[config.mk]
export PLATFORM = sky130hd
export DESIGN_NAME = sep_slave
export DESIGN_NICKNAME = d
export VERILOG_FILES = /design/src/sep_pkg.sv /design/src/sep_buf.sv /design/src/sep_slave.sv
export SDC_FILE = /design/constraint.sdc
export NUM_CORES = 1
export LEC_CHECK = 0
export BUFFER_PORTS_ARGS = -buffer_cell sky130_fd_sc_hd__buf_4
export CORE_ASPECT_RATIO = 1.2
export CORE_MARGIN = 2
export CORE_UTILIZATION = 30
export DETAILED_ROUTE_END_ITERATION = 16
export PLACE_DENSITY_LB_ADDON = 0.05
export SETUP_SLACK_MARGIN = 0.1
export SYNTH_ARGS = -nofsm -noshare
export SYNTH_HDL_FRONTEND = slang
export SYNTH_SLANG_ARGS = --single-unit
[constraint.sdc]
create_clock -name CLK_I -period 3.8 [get_ports CLK_I]
set_clock_uncertainty 0.1 [all_clocks]
set_input_delay 0.38 -clock CLK_I [delete_from_list [all_inputs] [get_ports CLK_I]]
set_output_delay 0.38 -clock CLK_I [all_outputs]
set_load 0.05 [all_outputs]
[src/sep_pkg.sv]
// Shared constants, types and state codes for the serial memory slave front end
// How it works
// - Reset and supply loss return to standby
// - Sample on SCL rise, drive on fall
// - Write guard high blocks all writes
// - SDA change with SCL high is control
// - SDA fall with SCL high is START
// - SDA rise with SCL high is STOP
// - Ignore the bus until a START
// - Respond only to prefix 1010
// - Chip select bit must match pin
// - Last address bit: one read, zero write
// - Acknowledge address, byte address, write data
// - Read: release ninth clock, continue on ack
// - Byte write commits at the following STOP
// - Busy: SDA released, no response at all
// - At most sixteen bytes per write cycle
// - Writes increment only the low four address bits
// - Page counter wraps, later bytes overwrite
// - STOP writes all buffered bytes together
// - Nack own address while busy, ack after
// - Zero pulls SDA low, one releases it
// - Guard sampled before first data byte
// - Read address returns current location byte
// - Random read via dummy write, repeated START
// - Sequential read wraps at end of memory
package sep_pkg;

    localparam int CLK_HZ = 25_000_000;
    localparam int WR_TIME_US = 4000;
    localparam int WR_CYCLES = WR_TIME_US * (CLK_HZ / 1_000_000);

    localparam logic [3:0] DEV_PREFIX = 4'hA;
    localparam int CS_BIT = 3;
    localparam int UPA_HI = 2;
    localparam int UPA_LO = 1;
    localparam int RW_BIT = 0;
    localparam int ADDR_W = 10;
    localparam int PAGE_BYTES = 16;
    localparam int BUF_DEPTH = 2;
    localparam logic [3:0] ACK_BIT = 4'h8;
    localparam logic [3:0] LAST_IDX = 4'hF;

    typedef enum logic [2:0]
    {
        ST_IDLE = 3'h0,
        ST_DEVADR = 3'h1,
        ST_WORDADR = 3'h2,
        ST_WDATA = 3'h3,
        ST_RDATA = 3'h4,
        ST_IGNORE = 3'h5
    } sep_state_t;

    typedef enum logic [1:0]
    {
        CM_IDLE = 2'h0,
        CM_PUSH = 2'h1,
        CM_WAIT = 2'h2
    } sep_commit_t;

    typedef struct packed
    {
        logic [ADDR_W-1:0] addr;
        logic [7:0] data;
    } sep_word_t;

endpackage : sep_pkg

[src/sep_buf.sv]
// Small valid/ready buffer between page commit and the storage array
module sep_buf #(
    parameter int W = 18,
    parameter int DEPTH = 2
) (
    input wire logic clk_i,         // System clock
    input wire logic rst_b_i,       // Async reset, active low
    input wire logic in_valid_i,    // Word offered
    output logic in_ready_o,        // Room for a word
    input wire logic [W-1:0] in_data_i, // Word in
    output logic out_valid_o,       // Word available
    input wire logic out_ready_i,   // Sink takes word
    output logic [W-1:0] out_data_o // Word out
);

    localparam int PW = (DEPTH > 1) ? $clog2(DEPTH) : 1;
    localparam logic [PW-1:0] PLAST = PW'(DEPTH - 1);

    logic [W-1:0] mem [DEPTH];
    logic [W-1:0] next_mem [DEPTH];
    logic [PW-1:0] wp, rp, next_wp, next_rp;
    logic [PW:0] cnt, next_cnt;
    logic push, pop;

    assign in_ready_o = (cnt != (PW + 1)'(DEPTH));
    assign out_valid_o = (cnt != '0);
    assign out_data_o = mem[rp];
    assign push = in_valid_i && in_ready_o;
    assign pop = out_valid_o && out_ready_i;

    always_comb
    begin
        next_mem = mem;
        next_wp = wp;
        next_rp = rp;
        next_cnt = cnt;
        if (push)
        begin
            next_mem[wp] = in_data_i;
            next_wp = (wp == PLAST) ? '0 : wp + 1'b1;
        end
        if (pop)
        begin
            next_rp = (rp == PLAST) ? '0 : rp + 1'b1;
        end
        if (push && !pop)
        begin
            next_cnt = cnt + 1'b1;
        end
        else if (pop && !push)
        begin
            next_cnt = cnt - 1'b1;
        end
    end

    always_ff @(posedge clk_i or negedge rst_b_i)
    begin
        if (!rst_b_i)
        begin
            for (int i = 0; i < DEPTH; i++)
            begin
                mem[i] <= '0;
            end
            wp <= '0;
            rp <= '0;
            cnt <= '0;
        end
        else
        begin
            mem <= next_mem;
            wp <= next_wp;
            rp <= next_rp;
            cnt <= next_cnt;
        end
    end

endmodule : sep_buf

[src/sep_slave.sv]
// Two-wire slave front end: framing, addressing, page buffer, commit and busy
module sep_slave #(
    parameter int WRITE_CYCLES = sep_pkg::WR_CYCLES
) (
    input wire logic CLK_I,                 // System clock, 25 MHz
    input wire logic RST_B_I,               // Async reset, active low
    input wire logic SCL_I,                 // Serial clock pin
    input wire logic SDA_I,                 // Serial data pin level
    output logic SDA_O,                     // Serial data out, always low
    output logic SDA_OE_O,                  // High while pulling SDA low
    input wire logic CHIP_SELECT_PIN_I,     // Strap for the select bit
    input wire logic WRITE_GUARD_I,         // High blocks writes
    output logic [sep_pkg::ADDR_W-1:0] RD_ADDR_O, // Storage read address
    input wire logic [7:0] RD_DATA_I,       // Storage read data
    output logic WR_VALID_O,                // Storage write word valid
    input wire logic WR_READY_I,            // Storage accepts word
    output sep_pkg::sep_word_t WR_WORD_O,   // Storage write word
    output logic BUSY_O                     // Internal write cycle running
);

    ////////////////////////////////////////////////////////////////////////
    // Pin synchronisers and bus conditions

    logic scl_s1, scl_s2, scl_d;
    logic sda_s1, sda_s2, sda_d;
    logic wp_s1, wp_s2, cs_s1, cs_s2;
    logic scl_rise, scl_fall, start_cond, stop_cond;

    always_ff @(posedge CLK_I or negedge RST_B_I)
    begin
        if (!RST_B_I)
        begin
            scl_s1 <= 1'b1;
            scl_s2 <= 1'b1;
            scl_d <= 1'b1;
            sda_s1 <= 1'b1;
            sda_s2 <= 1'b1;
            sda_d <= 1'b1;
            wp_s1 <= 1'b0;
            wp_s2 <= 1'b0;
            cs_s1 <= 1'b0;
            cs_s2 <= 1'b0;
        end
        else
        begin
            scl_s1 <= SCL_I;
            scl_s2 <= scl_s1;
            scl_d <= scl_s2;
            sda_s1 <= SDA_I;
            sda_s2 <= sda_s1;
            sda_d <= sda_s2;
            wp_s1 <= WRITE_GUARD_I;
            wp_s2 <= wp_s1;
            cs_s1 <= CHIP_SELECT_PIN_I;
            cs_s2 <= cs_s1;
        end
    end

    assign scl_rise = scl_s2 && !scl_d;
    assign scl_fall = !scl_s2 && scl_d;
    // Any SDA edge while SCL stays high is a control condition
    assign start_cond = scl_s2 && scl_d && sda_d && !sda_s2;
    assign stop_cond = scl_s2 && scl_d && !sda_d && sda_s2;

    ////////////////////////////////////////////////////////////////////////
    // Protocol state

    sep_pkg::sep_state_t state, next_state;
    sep_pkg::sep_commit_t cm, next_cm;
    logic [3:0] bit_cnt, next_bit_cnt;
    logic ack_slot, next_ack_slot;
    logic [7:0] shreg, next_shreg;
    logic [7:0] tx, next_tx;
    logic sda_oe, next_sda_oe;
    logic rw, next_rw;
    logic mack, next_mack;
    logic wp_block, next_wp_block;
    logic [sep_pkg::ADDR_W-1:0] addr, next_addr;
    logic [7:0] page [sep_pkg::PAGE_BYTES];
    logic [7:0] next_page [sep_pkg::PAGE_BYTES];
    logic [sep_pkg::PAGE_BYTES-1:0] page_vld, next_page_vld;
    logic commit_go, busy, dev_match;

    assign busy = (cm != sep_pkg::CM_IDLE);
    assign dev_match = (shreg[7:4] == sep_pkg::DEV_PREFIX)
        && (shreg[sep_pkg::CS_BIT] == cs_s2)
        && !busy;

    always_comb
    begin
        next_state = state;
        next_bit_cnt = bit_cnt;
        next_ack_slot = ack_slot;
        next_shreg = shreg;
        next_tx = tx;
        next_sda_oe = sda_oe;
        next_rw = rw;
        next_mack = mack;
        next_wp_block = wp_block;
        next_addr = addr;
        next_page = page;
        next_page_vld = page_vld;
        commit_go = 1'b0;
        if (start_cond)
        begin
            // Every command begins here; repeated START included
            next_state = sep_pkg::ST_DEVADR;
            next_bit_cnt = '0;
            next_ack_slot = 1'b0;
            next_sda_oe = 1'b0;
            next_wp_block = 1'b0;
            if (!busy)
            begin
                next_page_vld = '0;
            end
        end
        else if (stop_cond)
        begin
            // Only a clean, unguarded write with data commits
            if (state == sep_pkg::ST_WDATA && |page_vld && !wp_block)
            begin
                commit_go = 1'b1;
            end
            next_state = sep_pkg::ST_IDLE;
            next_ack_slot = 1'b0;
            next_sda_oe = 1'b0;
        end
        else if (state != sep_pkg::ST_IDLE && state != sep_pkg::ST_IGNORE)
        begin
            if (scl_rise)
            begin
                if (ack_slot)
                begin
                    next_mack = !sda_s2;
                end
                else if (bit_cnt != sep_pkg::ACK_BIT)
                begin
                    next_shreg = {shreg[6:0], sda_s2};
                    next_bit_cnt = bit_cnt + 4'h1;
                end
            end
            else if (scl_fall)
            begin
                if (ack_slot)
                begin
                    // End of the ninth clock
                    next_ack_slot = 1'b0;
                    next_bit_cnt = '0;
                    next_sda_oe = 1'b0;
                    unique case (state)
                        sep_pkg::ST_DEVADR:
                        begin
                            if (rw)
                            begin
                                next_state = sep_pkg::ST_RDATA;
                                next_tx = RD_DATA_I;
                                next_sda_oe = !RD_DATA_I[7];
                            end
                            else
                            begin
                                next_state = sep_pkg::ST_WORDADR;
                            end
                        end
                        sep_pkg::ST_WORDADR:
                        begin
                            next_state = sep_pkg::ST_WDATA;
                            next_wp_block = wp_s2;
                        end
                        sep_pkg::ST_WDATA:
                        begin
                            next_state = sep_pkg::ST_WDATA;
                        end
                        sep_pkg::ST_RDATA:
                        begin
                            if (mack)
                            begin
                                next_tx = RD_DATA_I;
                                next_sda_oe = !RD_DATA_I[7];
                            end
                            else
                            begin
                                next_state = sep_pkg::ST_IGNORE;
                            end
                        end
                        default:
                        begin
                            next_state = sep_pkg::ST_IGNORE;
                        end
                    endcase
                end
                else if (bit_cnt == sep_pkg::ACK_BIT)
                begin
                    // Byte complete: decide the ninth clock
                    next_ack_slot = 1'b1;
                    unique case (state)
                        sep_pkg::ST_DEVADR:
                        begin
                            if (dev_match)
                            begin
                                next_sda_oe = 1'b1;
                                next_rw = shreg[sep_pkg::RW_BIT];
                                next_addr[9:8] = shreg[sep_pkg::UPA_HI:sep_pkg::UPA_LO];
                            end
                            else
                            begin
                                // Silent when busy or not addressed
                                next_ack_slot = 1'b0;
                                next_state = sep_pkg::ST_IGNORE;
                            end
                        end
                        sep_pkg::ST_WORDADR:
                        begin
                            next_sda_oe = 1'b1;
                            next_addr[7:0] = shreg;
                        end
                        sep_pkg::ST_WDATA:
                        begin
                            if (wp_block)
                            begin
                                // Guarded: nack and drop the write
                                next_ack_slot = 1'b0;
                                next_state = sep_pkg::ST_IGNORE;
                            end
                            else
                            begin
                                next_sda_oe = 1'b1;
                                // Wrap in page, later bytes overwrite
                                next_page[addr[3:0]] = shreg;
                                next_page_vld[addr[3:0]] = 1'b1;
                                next_addr[3:0] = addr[3:0] + 4'h1;
                            end
                        end
                        sep_pkg::ST_RDATA:
                        begin
                            next_sda_oe = 1'b0;
                            next_addr = addr + 10'h001;
                        end
                        default:
                        begin
                            next_state = sep_pkg::ST_IGNORE;
                        end
                    endcase
                end
                else if (state == sep_pkg::ST_RDATA && bit_cnt != 4'h0)
                begin
                    next_sda_oe = !tx[3'(4'h7 - bit_cnt)];
                end
            end
        end
    end

    always_ff @(posedge CLK_I or negedge RST_B_I)
    begin
        if (!RST_B_I)
        begin
            state <= sep_pkg::ST_IDLE;
            bit_cnt <= '0;
            ack_slot <= 1'b0;
            shreg <= '0;
            tx <= '0;
            sda_oe <= 1'b0;
            rw <= 1'b0;
            mack <= 1'b0;
            wp_block <= 1'b0;
            addr <= '0;
            page_vld <= '0;
            for (int i = 0; i < sep_pkg::PAGE_BYTES; i++)
            begin
                page[i] <= '0;
            end
        end
        else
        begin
            state <= next_state;
            bit_cnt <= next_bit_cnt;
            ack_slot <= next_ack_slot;
            shreg <= next_shreg;
            tx <= next_tx;
            sda_oe <= next_sda_oe;
            rw <= next_rw;
            mack <= next_mack;
            wp_block <= next_wp_block;
            addr <= next_addr;
            page_vld <= next_page_vld;
            page <= next_page;
        end
    end

    ////////////////////////////////////////////////////////////////////////
    // Commit of the page and internal write timer

    logic [3:0] idx, next_idx;
    logic [31:0] timer, next_timer;
    logic push_valid, push_ready, buf_out_valid;
    sep_pkg::sep_word_t push_word;

    assign push_valid = (cm == sep_pkg::CM_PUSH) && page_vld[idx];
    assign push_word.addr = {addr[9:4], idx};
    assign push_word.data = page[idx];

    always_comb
    begin
        next_cm = cm;
        next_idx = idx;
        next_timer = timer;
        unique case (cm)
            sep_pkg::CM_IDLE:
            begin
                if (commit_go)
                begin
                    next_cm = sep_pkg::CM_PUSH;
                    next_idx = '0;
                end
            end
            sep_pkg::CM_PUSH:
            begin
                // A stalled storage side holds the walk here
                if (!page_vld[idx] || push_ready)
                begin
                    next_idx = idx + 4'h1;
                    if (idx == sep_pkg::LAST_IDX)
                    begin
                        next_cm = sep_pkg::CM_WAIT;
                        next_timer = '0;
                    end
                end
            end
            sep_pkg::CM_WAIT:
            begin
                // Write time runs once the buffer has drained
                if (!buf_out_valid)
                begin
                    next_timer = timer + 32'h1;
                    if (timer >= 32'(WRITE_CYCLES - 1))
                    begin
                        next_cm = sep_pkg::CM_IDLE;
                    end
                end
            end
            default:
            begin
                next_cm = sep_pkg::CM_IDLE;
            end
        endcase
    end

    always_ff @(posedge CLK_I or negedge RST_B_I)
    begin
        if (!RST_B_I)
        begin
            cm <= sep_pkg::CM_IDLE;
            idx <= '0;
            timer <= '0;
        end
        else
        begin
            cm <= next_cm;
            idx <= next_idx;
            timer <= next_timer;
        end
    end

    sep_buf #(
        .W($bits(sep_pkg::sep_word_t)),
        .DEPTH(sep_pkg::BUF_DEPTH)
    ) u_buf (
        .clk_i(CLK_I),
        .rst_b_i(RST_B_I),
        .in_valid_i(push_valid),
        .in_ready_o(push_ready),
        .in_data_i(push_word),
        .out_valid_o(buf_out_valid),
        .out_ready_i(WR_READY_I),
        .out_data_o(WR_WORD_O)
    );

    ////////////////////////////////////////////////////////////////////////
    // Outputs; SCL is never driven

    assign SDA_O = 1'b0;
    assign SDA_OE_O = sda_oe;
    assign RD_ADDR_O = addr;
    assign WR_VALID_O = buf_out_valid;
    assign BUSY_O = busy;

endmodule : sep_slave

# Word level (Yosys, flattened, before mapping)
# Cells that the tools add are included.
[classes] addsub=10 mul=0 n_div=0 magnitude_cmp=11 n_eq_ne=37 shift=0 mux=108 n_bitwise=10 n_reduce_logical=76
[ops] operator="$mux W16" n=10
[ops] operator="$bwmux W128" n=1
[ops] operator="$mux W32" n=3
[ops] operator="$mux W18" n=4
[ops] operator="$pmux W32 S2" n=1
[ops] operator="$reduce_and A9 Y1" n=6
[ops] operator="$mux W4" n=11
[ops] operator="$mux W8" n=5
[ops] operator="$bwmux W36" n=1
[ops] operator="$mux W1" n=36
[ops] operator="$mux W3" n=11
[ops] operator="$add A32 B1 Y32 const B" n=1
[ops] operator="$bmux W8 S4" n=1
[ops] operator="$demux W8 S4" n=1
[ops] operator="$ge A32 B17 Y1 const B" n=1
[ops] operator="$reduce_bool A2 Y1" n=13
[ops] operator="$ne A2 B2 Y1 const B" n=12
[ops] operator="$logic_and A1 B1 Y1" n=21
[ops] operator="$demux W18 S1" n=1
[ops] operator="$pmux W3 S3" n=2
[ops] operator="$reduce_and A6 Y1" n=3
[ops] operator="$reduce_bool A3 Y1" n=6
[ops] operator="$mux W2" n=8
[ops] operator="$or A16 B16 Y16" n=1
[ops] operator="other kinds (53)" n=92
[word_totals] register_bits=270 latch_bits=0 mem_bits_rw=0 rom_bits=0 inputBits=15 wordCells=299 mem_count=0

# Depth between registers and ports, before layout
# Gate-level depths: netlist of the first run.
[depth] depth_word=14 depth_mapped=11 depth_no_buf=9

# Hierarchy
# Synthesis of the first run repeated with hierarchy kept, for this count alone.
[unflattened] hier_cells=1047 area_unflattened_um2=13197.7
[modules_own_cells] module="sep_slave" n_inst=1 cells_per_inst=934 area_each_um2=11329.6 seq_area_each_um2=5763.0
[modules_own_cells] module="sep_buf" n_inst=1 cells_per_inst=113 area_each_um2=1868.0 seq_area_each_um2=1001.0

# Least setup slack after synthesis of the first run
# OpenSTA, ideal clock, no wires.
[synth_timing] path_kind="register to register" startpoint="register scl_d" endpoint="register addr (netlist bit RD_ADDR_O[6])" setup_ps=129 arrival_ps=2387 required_time_ps=3571 setup_slack_ps=1184 path_stages_with_launch=11 n_path_buf=2 synth_period_minus_slack_ps=2616 cell_sequence="dfstp_2 inv_1 ha_1 clkbuf_1 and2b_1 o31ai_2 or3_4 or3_1 clkbuf_2 o21ai_0 o21ai_0"
[synth_via] elab_chain_cells=5 elab_cells_between_ends=12
[synth_rtl] item="from (decl)" line_no="sep_slave.sv:24" source="logic scl_s1, scl_s2, scl_d;"
[synth_rtl] item="from (signal assigned)" line_no="sep_slave.sv:48" source="scl_d <= scl_s2;"
[synth_rtl] item="$logic_and A1 B1 Y1" line_no="sep_slave.sv:62, sep_slave.sv:63"
[synth_rtl] item="$logic_and A1 B1 Y1, on equally long branches (2 in series)" line_no="sep_slave.sv:63, sep_slave.sv:62"
[synth_rtl] item="$not A1 Y1 (no source line)"
[synth_rtl] item="$reduce_and A8 Y1 (no source line) (*)"
[synth_rtl] item="to (signal assigned)" line_no="sep_slave.sv:283" source="addr <= next_addr;"
[synth_rtl] item="to (decl)" line_no="sep_slave.sv:78" source="logic [sep_pkg::ADDR_W-1:0] addr, next_addr;"
# Every way passes the cells marked *; elsewhere a longest branch is shown, timed or not.
# A chain may end at the register's enable or synchronous reset.

# Final worst setup path of the first run
[layout_timing] startpoint="register scl_d" endpoint="register page[103] (netlist name)"
[layout_via] elab_chain_cells=5 elab_cells_between_ends=12
[layout_rtl] item="$logic_and A1 B1 Y1" line_no="sep_slave.sv:62, sep_slave.sv:63"
[layout_rtl] item="$logic_and A1 B1 Y1, on equally long branches (2 in series)" line_no="sep_slave.sv:63, sep_slave.sv:62"
[layout_rtl] item="$not A1 Y1 (no source line)"
[layout_rtl] item="$reduce_and A9 Y1 (no source line) (*)"
[layout_rtl] item="to (signal assigned)" line_no="sep_slave.sv:285" source="page <= next_page;"
[layout_rtl] item="to (decl)" line_no="sep_slave.sv:79" source="logic [7:0] page [sep_pkg::PAGE_BYTES];"
# Marks and branches as above.

==> results of run 1 <==
==> per-stage QoR <==
| stage | setup WS, ns | instance area [µm²] |
|---|---|---|
| after floorplan | 1.18 | 13200 |
| after global placement | 0.771 | 14200 |
| after detailed placement | 0.756 | 14200 |
| after CTS | 0.724 | 15500 |
| after global routing | 0.516 | 15500 |
| final | 0.729 | 15500 |
==> kinds of logic (layout without fill, tap and decap cells) <==
group	count (synthesis)	after routing
simple gates	243	243
flops	270	270
xor+xnor	7	7
other cells	1	1
compound gates	201	201
mux	251	251
buf+inv	99	168
fa+ha+maj	12	12
==> layout by cell type (no fill, tap or decap), types with 6 or more instances in the layout <==
master	count
o21ai_0	33
clkbuf_1	9
dfrtp_1	263
inv_1	20
and3_1	9
nand2_1	51
buf_4	71
a31oi_1	18
mux2_2	200
nand4_1	13
a21oi_1	63
mux2i_1	16
clkbuf_16	37
nand3_1	32
dlygate4sd3_1	13
dfstp_2	6
ha_1	12
o31ai_1	29
mux4_2	34
nor3_1	14
o211ai_1	8
nor2_1	41
nor4_1	10
nand3b_1	6
nand2b_1	8
a211oi_1	11
clkbuf_8	8
and4_1	6
nor2b_1	19
==> cells in the mapped netlist, types with 16 or more instances <==
cell type	n	area, µm²
clkbuf_1	52	195
nand2_1	51	191
nand3_1	32	160
dfrtp_1	264	6610
nor2b_1	19	119
a31oi_1	18	113
nor2_1	41	154
mux4_2	34	766
a21oi_1	63	315
o21ai_0	33	165
mux2i_1	16	160
mux2_2	200	2250
o31ai_1	29	218
inv_1	20	75.1
==> path summary, 6_finish.rpt <==
check	startpoint	to	slack, ns	depth (start not counted)
worst min-delay path	WR_READY_I	u_buf.rp	0.1	3
worst max register to register	scl_d	page[103]	0.73	7
min in group asynchronous	RST_B_I	u_buf.mem[25]	0.34	2
worst max-delay path	scl_d	page[103]	0.73	7
max in group asynchronous	RST_B_I	page[16]	2.30	3
worst min register to register	cs_s1	cs_s2	0.25	0
==> flip-flops by register name (all words and copies together), names as in the netlist, 2 cells and up <==
register,cells
page,128
u_buf.mem,36
timer,32
page_vld,16
RD_ADDR_O,10
shreg,8
tx,8
bit_cnt,4
idx,4
state,3
cm,2
u_buf.cnt,2
==> tightest hold or removal path, delay by kind of cell <==
kind | cells | cell delay (ns)
xor gates and xnor gates | 1 | 0.08
and+or+nand+nor | 1 | 0.12
buffers and inverters | 1 | 0.11
==> metal layers <==
layer / part of all wire (%) / up-vias
met3: 3.0 / 54
li1: - / 4118
met5: 0 / -
met4: 2.3 / 0
met2: 48 / 107
met1: 46 / 4566
==> power groups by stage <==
stage | Combinational (W) | Sequential (W) | Clock (W)
2_1_floorplan | 0.0000296 | 0.00295 | 0
3_3_place_gp | 0.000119 | 0.00295 | 0
3_5_place_dp | 0.000118 | 0.00295 | 0
4_1_cts | 0.000130 | 0.00290 | 0.00354
5_1_grt | 0.000141 | 0.00290 | 0.00368
6_report | 0.000122 | 0.00290 | 0.00340
==> area by class of cell <==
type                       instances  area share [%]
clock buffer                      54            6.92
clock inverter                     6           0.679
inverter                          21           0.510
multi-input combinational        715            39.0
sequential                       270            43.7
tap                              559            4.52
timing repair buffer              87            4.64
==> flow_results.org, run 1 <==
** Yosys
- By area, the combinational part of the netlist is dominated by multiplexers.
- Compound-cell area share of the yosys netlist :: about a tenth
- Total nets after synthesis :: 1,111
- The number of different library cells used by synthesis comes to 78.
- In this run, synthesis inferred 0 flip-flops with an integrated enable.
- Dominant synthesized flop cell :: dfrtp_1
- For this run, the register share of the synthesized area comes to between 50% and 60%.
- A synthesized cell averages between 10 and 15 µm².
- The portion of synthesized area spent on multiplexers is 24.1%.
- Async set or reset register ratio after synthesis :: between 90% and 100%
- The Yosys step of the flow raised 0 warnings.
- The cell area that synthesis handed to floorplanning was 0.0132 mm².
- Post-Synth XOR/XNOR Area :: less than 1%
- Mapped Cells :: 1,084
- The synthesized netlist devotes 1.13% of its cell area to adder and majority cells.
- The synthesized netlist devotes 10.1% of its cell area to simple gates.
- The synthesized design contains between 200 and 300 register bits.

** Hold path
- Kind of path behind the tightest hold check :: in2reg

** Global routing
- The number of antenna violations at the first check in global routing came to 0.
- Wire length of the first global-routing pass :: 57,400 µm
- Busiest layer in global routing :: met2
- Vias in the first global route :: 9,289
- Entering global routing, the biggest net connects 79 pins.
- Met1 demand-to-capacity share in global routing :: approximately 22%
- Met2 global-route usage :: 27.5%
- Global-route met3 utilization :: under 10%
- Global routing used 16.4% of the available tracks across all layers.
- Summed over all layers, the global routing overflow is 0.

** Clocking
- Clock tree synthesis selected as its root buffer the cell clkbuf_16.
- Post-CTS repair changed the size of 0 cells.
- The number of hold buffers added after CTS was 13.
- In this run, CTS created clock tree buffers numbering 35.
- CTS sink count :: 270
- Post-CTS Setup Inserts :: 0
- The clock passes through at most 3 buffers.
- The H-tree generated during clock tree synthesis spans 2 levels.
- TritonCTS built the clock tree.
- Later-pin clock latency in the skew report :: 0.54 ns
- After clock tree synthesis, the clock-pin slew on the worst setup and hold paths is roughly 0.06 ns.

** Pwr
- Power share of the sequential group :: 45.2%
- Fraction of power consumed by combinational cells :: 1.9%
- In this run the power spent charging and discharging nets is 0.00136 W.
- Cell internal power was estimated by the tool at 0.00506 W.
- The clock network burns 52.9% of the power.
- In this run switching power makes up roughly a fifth of total power.
- Pwr Total :: 0.00642 W
- Dividing total power by cell area gives a power density of 415 mW/mm².
- VDD IR-drop max :: 319 µV
- Static leakage :: 7.23 nW

** STA
- The worst path needs 3.07 ns of the cycle, external delays included.
- For the final routed database, the setup TNS stands at 0 ns.
- Setup violations remaining at the end of the flow were counted as 0.
- Final max-slew violation count :: 0
- Highest clock frequency the design can meet :: 326 MHz
- Worst hold slack :: 0.0979 ns
- The final critical path takes up between 80% and 90% of the cycle.
- For the pin with the worst max-slew slack, the measured transition is 1.04 ns.
- Setup repair after global routing left no endpoint under its margin.
- Hold Violations, Final :: 0
- Headroom to the max-slew limit came out at 30.5%.

** Setup path
- Critical path's top delay family :: simple AND/OR/NAND/NOR gates
- Worst path max stage delay :: 0.55 ns
- Worst EP arrival :: 3.38 ns
- Critical Path Start Type :: flop
- STA puts the critical path data required time at 4.11 ns.
- Kind of critical path :: reg2reg
- Max stage delay cell, worst path :: nor3_2
- Crit path buffers/inverters :: 1
- Of all nets on the critical path, the largest fanout is 9.
- Chain of cells forming the critical path :: inv_1 -> ha_1 -> and2b_1 -> nand4_2 -> nor3_2 -> nand2_1 -> mux2_2
- Sort of element at the end of the critical path :: flop

** Final layout
- Filler cell count :: between 4,000 and 5,000
- At the end of the flow, the number of nets in the layout was 1,157.
- Compared with the post-synthesis result, the final layout area differs by 16.9%.
- Share of cells above drive strength 1 :: 33.8%
- The multi-input combinational cells in the finished layout cover a total of between 0.006 and 0.007 mm².
- Footprint of the flip-flops and latches :: 0.00677 mm²
- Cells fill 35.4% of the core in the end.
- The finished layout holds 1,712 standard cells, fillers aside.
- The number of antenna diodes in the final layout is 0.

** Drt
- Via density :: around 5.2
- After detailed routing, the number of remaining DRC violations is 0.
- Number of routed nets with antenna violations :: 0
- DRC marker count from the first detailed-route iteration :: 346
- Detailed-route via count :: 8,845
- Post-detailed-routing wire length :: between 30,000 and 40,000 µm
- Number of detailed-route iterations in the first pass :: 4
- Wire length per cell :: between 20 and 25 µm

** Place
- Total instance count after detailed placement :: 1,639
- Detailed placement finished with a half-perimeter wire length of 23,500 µm.
- The count of buffers added on input and output ports is 45.
- Routability-driven placement finished with a final weighted congestion of around 0.74.

** Floorplanning
- The floorplan has 84 rows.
- Area of the core region :: about 0.044 mm²
- IO Count :: 47
- Horizontal die dimension :: 196 µm
- The die covers 0.0458 mm².
- Initial standard-cell utilization of the core :: 30.3%
- Die Span Y :: 234 µm

** Status
- Outcome :: finished, final reports clean

** Job
- Max-cap violations in this run came to 0.
Power figures use the tool's default switching activity.
==> run 2, diff against run 1 <==
==> constraint.sdc (replaced) <==
create_clock -name CLK_I -period 2.6 [get_ports CLK_I]
set_clock_uncertainty 0.1 [all_clocks]
set_input_delay 0.26 -clock CLK_I [delete_from_list [all_inputs] [get_ports CLK_I]]
set_output_delay 0.26 -clock CLK_I [all_outputs]
set_load 0.05 [all_outputs]
==> run 2 against run 1 <==
- worst hold slack improved by 0.058 ns
- count of clock-buffer cells in the layout shrank 4
- first-iteration DRC count grew 5.2%
- largest power group unchanged
==> flow_results.org, run 2 (same netlist as run 1, synthesis figures left out) <==
** Status
- Outcome :: finished, final reports clean

** Final layout
- Summed area of non-filler cells in the final layout :: 0.0162 mm²
- The register with the most flip-flops in the layout has 128 of them.
- Count of non-filler cells in the finished layout :: 1,779
- Leaving out fill and tap cells, the most frequent cell in the layout is dfrtp_1.
- The largest registers in the layout are page x128, u_buf.mem x36, timer x32.
- Number of antenna cells inserted :: 0
- Share of cells above drive strength 1 :: 39.0%
- The area growth from synthesis to layout is 22.2%.
- In the layout the commonest cells are dfrtp_1, mux2_2, buf_4.
- page holds more flip-flops than any other register.
- Filler cell count :: approximately 4,300
- Final net count :: between 1,000 and 1,500

** Pwr
- Summed over all cells, the static leakage comes to about 7.6 nW.
- VDD IR-drop max :: 357 µV
- Clock power frac :: 53.3%
- Total power divided by cell area :: 587 mW/mm²
- The share of total power dissipated in combinational logic is ~2.0%.
- Sequential cells burn 44.7% of the power.
- The internal portion of the total power is 0.00746 W.
- Summed over all nets, the switching power comes to 0.00204 W.
- Net switching is 21.4% of the power.

** Drt
- For this block, the routed nets add up to 36,800 µm of wire.
- The count of nets left with antenna violations once routing finished came out at 0.
- DRC violations left :: 0
- In the final routed layout, each cell accounts on average for 20.7 µm.
- After detailed routing, the number of vias per cell comes to 5.13.
- Before antenna repair, the detailed router went through 5 iterations.
- In this run, the number of DRC markers left after iteration 0 of detailed routing was ~360.
- Detailed routing inserted a total of 9,126 vias.

** Setup path
- Worst-case register-to-register setup slack :: between 0.15 and 0.2 ns
- At the worst endpoint, the required time is 2.90 ns.
- STA classifies the critical path endpoint as a flop.
- Reg2Reg Depth :: 8
- Origin of the critical flop-to-flop path :: scl_d
- Along the worst path, the maximum fanout reaches 8.
- Crit path buffers/inverters :: 1
- The worst setup path is of the reg2reg kind.
- Chain of cells forming the critical path :: inv_1 -> ha_1 -> and2b_4 -> o31ai_4 -> or3_4 -> or3_4 -> o21ai_0 -> o21ai_0
- The endpoint identified for the worst register-to-register timing path is RD_ADDR_O[6].
- Worst path max stage delay :: 0.52 ns
- For this design, the slowest cell found on the critical path is dfstp_2.
- The kind of cell with the highest combined delay along the critical path is simple AND/OR/NAND/NOR gates.
- Data arrives at the worst endpoint at 2.70 ns.
- Critical Path Start Type :: flop

** Clocking
- TritonCTS clock tree :: yes
- Maximum clock insertion buffer count :: 3
- After clock tree synthesis, the clock-pin slew on the worst setup and hold paths is 0.06 ns.
- Root cell of the clock tree :: clkbuf_16
- Later-pin clock latency in the skew report :: 0.54 ns
- CTS sink count :: 270
- Clock tree synthesis inserted a total of 34 buffers.
- CTS built an H-tree with a depth of 2.

** Place
- The count of buffers added on input and output ports is between 40 and 50.
- Detail Placement HPWL :: 24,100 µm
- The number of placed instances, taps included, is 1,693.
- In this run the cell area measured after placement is 0.0147 mm².
- The congestion estimate from routability-driven global placement came to 0.751.

** Floorplanning
- The floorplan step defined a core boundary enclosing between 0.04 and 0.05 mm².
- Core Rows :: 84
- In this run the count of I/O pins placed on the die edge is 47.
- Overall die area :: 0.0458 mm²
- Die Span Y :: 234 µm
- For this configuration, the core starts out at a cell density of 30.3%.
- Horizontal die dimension :: 196 µm

** STA
- Hold timing on the final database bottoms out at a slack of 0.156 ns.
- Final critical path time including I/O delays and setup :: 2.40 ns
- Aggregate negative setup slack :: 0 ns
- Unrepaired setup endpoints after global routing :: true
- Final max-slew violation count :: 0
- Post-route clock period utilization :: 92.4%
- Actual transition at the worst max-transition pin :: about 1 ns
- Measured against its own limit, the worst slew margin works out to 32.1%.
- Hold Violations, Final :: 0
- Highest clock frequency the design can meet :: 416 MHz
- Setup violations remaining at the end of the flow were counted as 0.

** Global routing
- For this run, the total global-route usage over all layers was measured as 16.5%.
- The first global-routing pass estimated 57,900 µm of wire.
- Aggregate global routing overflow :: 0
- Entering global routing, the biggest net connects 72 pins.
- The via count of the first global-routing pass was 9,440.
- Antenna violations before repair :: 0

** Job
- Max-cap violation count :: 0

** Hold path
- Kind of path behind the tightest hold check :: in2async
run 2: cell types whose count changed in the layout (fill, tap and decap cells not counted), moves of 3 or more:
cell	previous run	this run
buf_4	71	130
buf_12	2	8
clkbuf_1	9	4
clkbuf_8	8	11
run 2: how the worst max path moves through the flow:
stage,endpoint,start,cells after the start
after global placement,page[24],bit_cnt[0],9
after detailed placement,page[25],bit_cnt[0],9
after global routing,timer[13],idx[1],7
after floorplan,RD_ADDR_O[6],scl_d,10
final,RD_ADDR_O[6],scl_d,8
after CTS,page[121],bit_cnt[0],10
run 2: power groups by stage:
stage               Sequential, W  Combinational [W]  Clock (W)
floorplan                 0.00431          0.0000455          0
global placement          0.00431           0.000182          0
detailed placement        0.00431           0.000181          0
CTS                       0.00424           0.000199    0.00526
global route              0.00424           0.000222    0.00541
finish                    0.00424           0.000193    0.00506
run 2: metal layers:
metal	global-route usage, %	part of all wire [%]	vias up
met2	27.7	48	103
li1	-	-	4255
met1	22.1	47	4718
met3	2.80	2.9	50
met4	4.33	2.0	0
met5	0	0	-
run 2: layout make-up:
cell class	instances	area (µm²)	area share, %
clock buffer	50	1040	6.45
clock inverter	10	156	0.967
inverter	21	78.8	0.488
multi-input combinational	715	6120	37.9
sequential	270	6770	41.9
tap	559	699	4.33
timing repair buffer	154	1300	8.06
run 2: what timing repair did:
| item | in CTS | in global routing |
|---|---|---|
| gates resized for setup | 5 | 16 |
| pin swaps | 1 | 4 |
| hold buffers | 14 | 0 |
| setup endpoints to repair | 54 | 183 |
| buffers inserted | 3 | 9 |
| hold endpoints to repair | 68 | 0 |
run 2: metrics by stage:
step,setup WS (ns),power [W],util (%)
2_1_floorplan,0.109,0.00435,-
3_3_place_gp,0.0237,0.00450,33.5
3_5_place_dp,0.0325,0.00450,33.5
4_1_cts,0.0860,0.00969,36.7
5_1_grt,0.0669,0.00987,37.0
6_report,0.198,0.00949,37.0
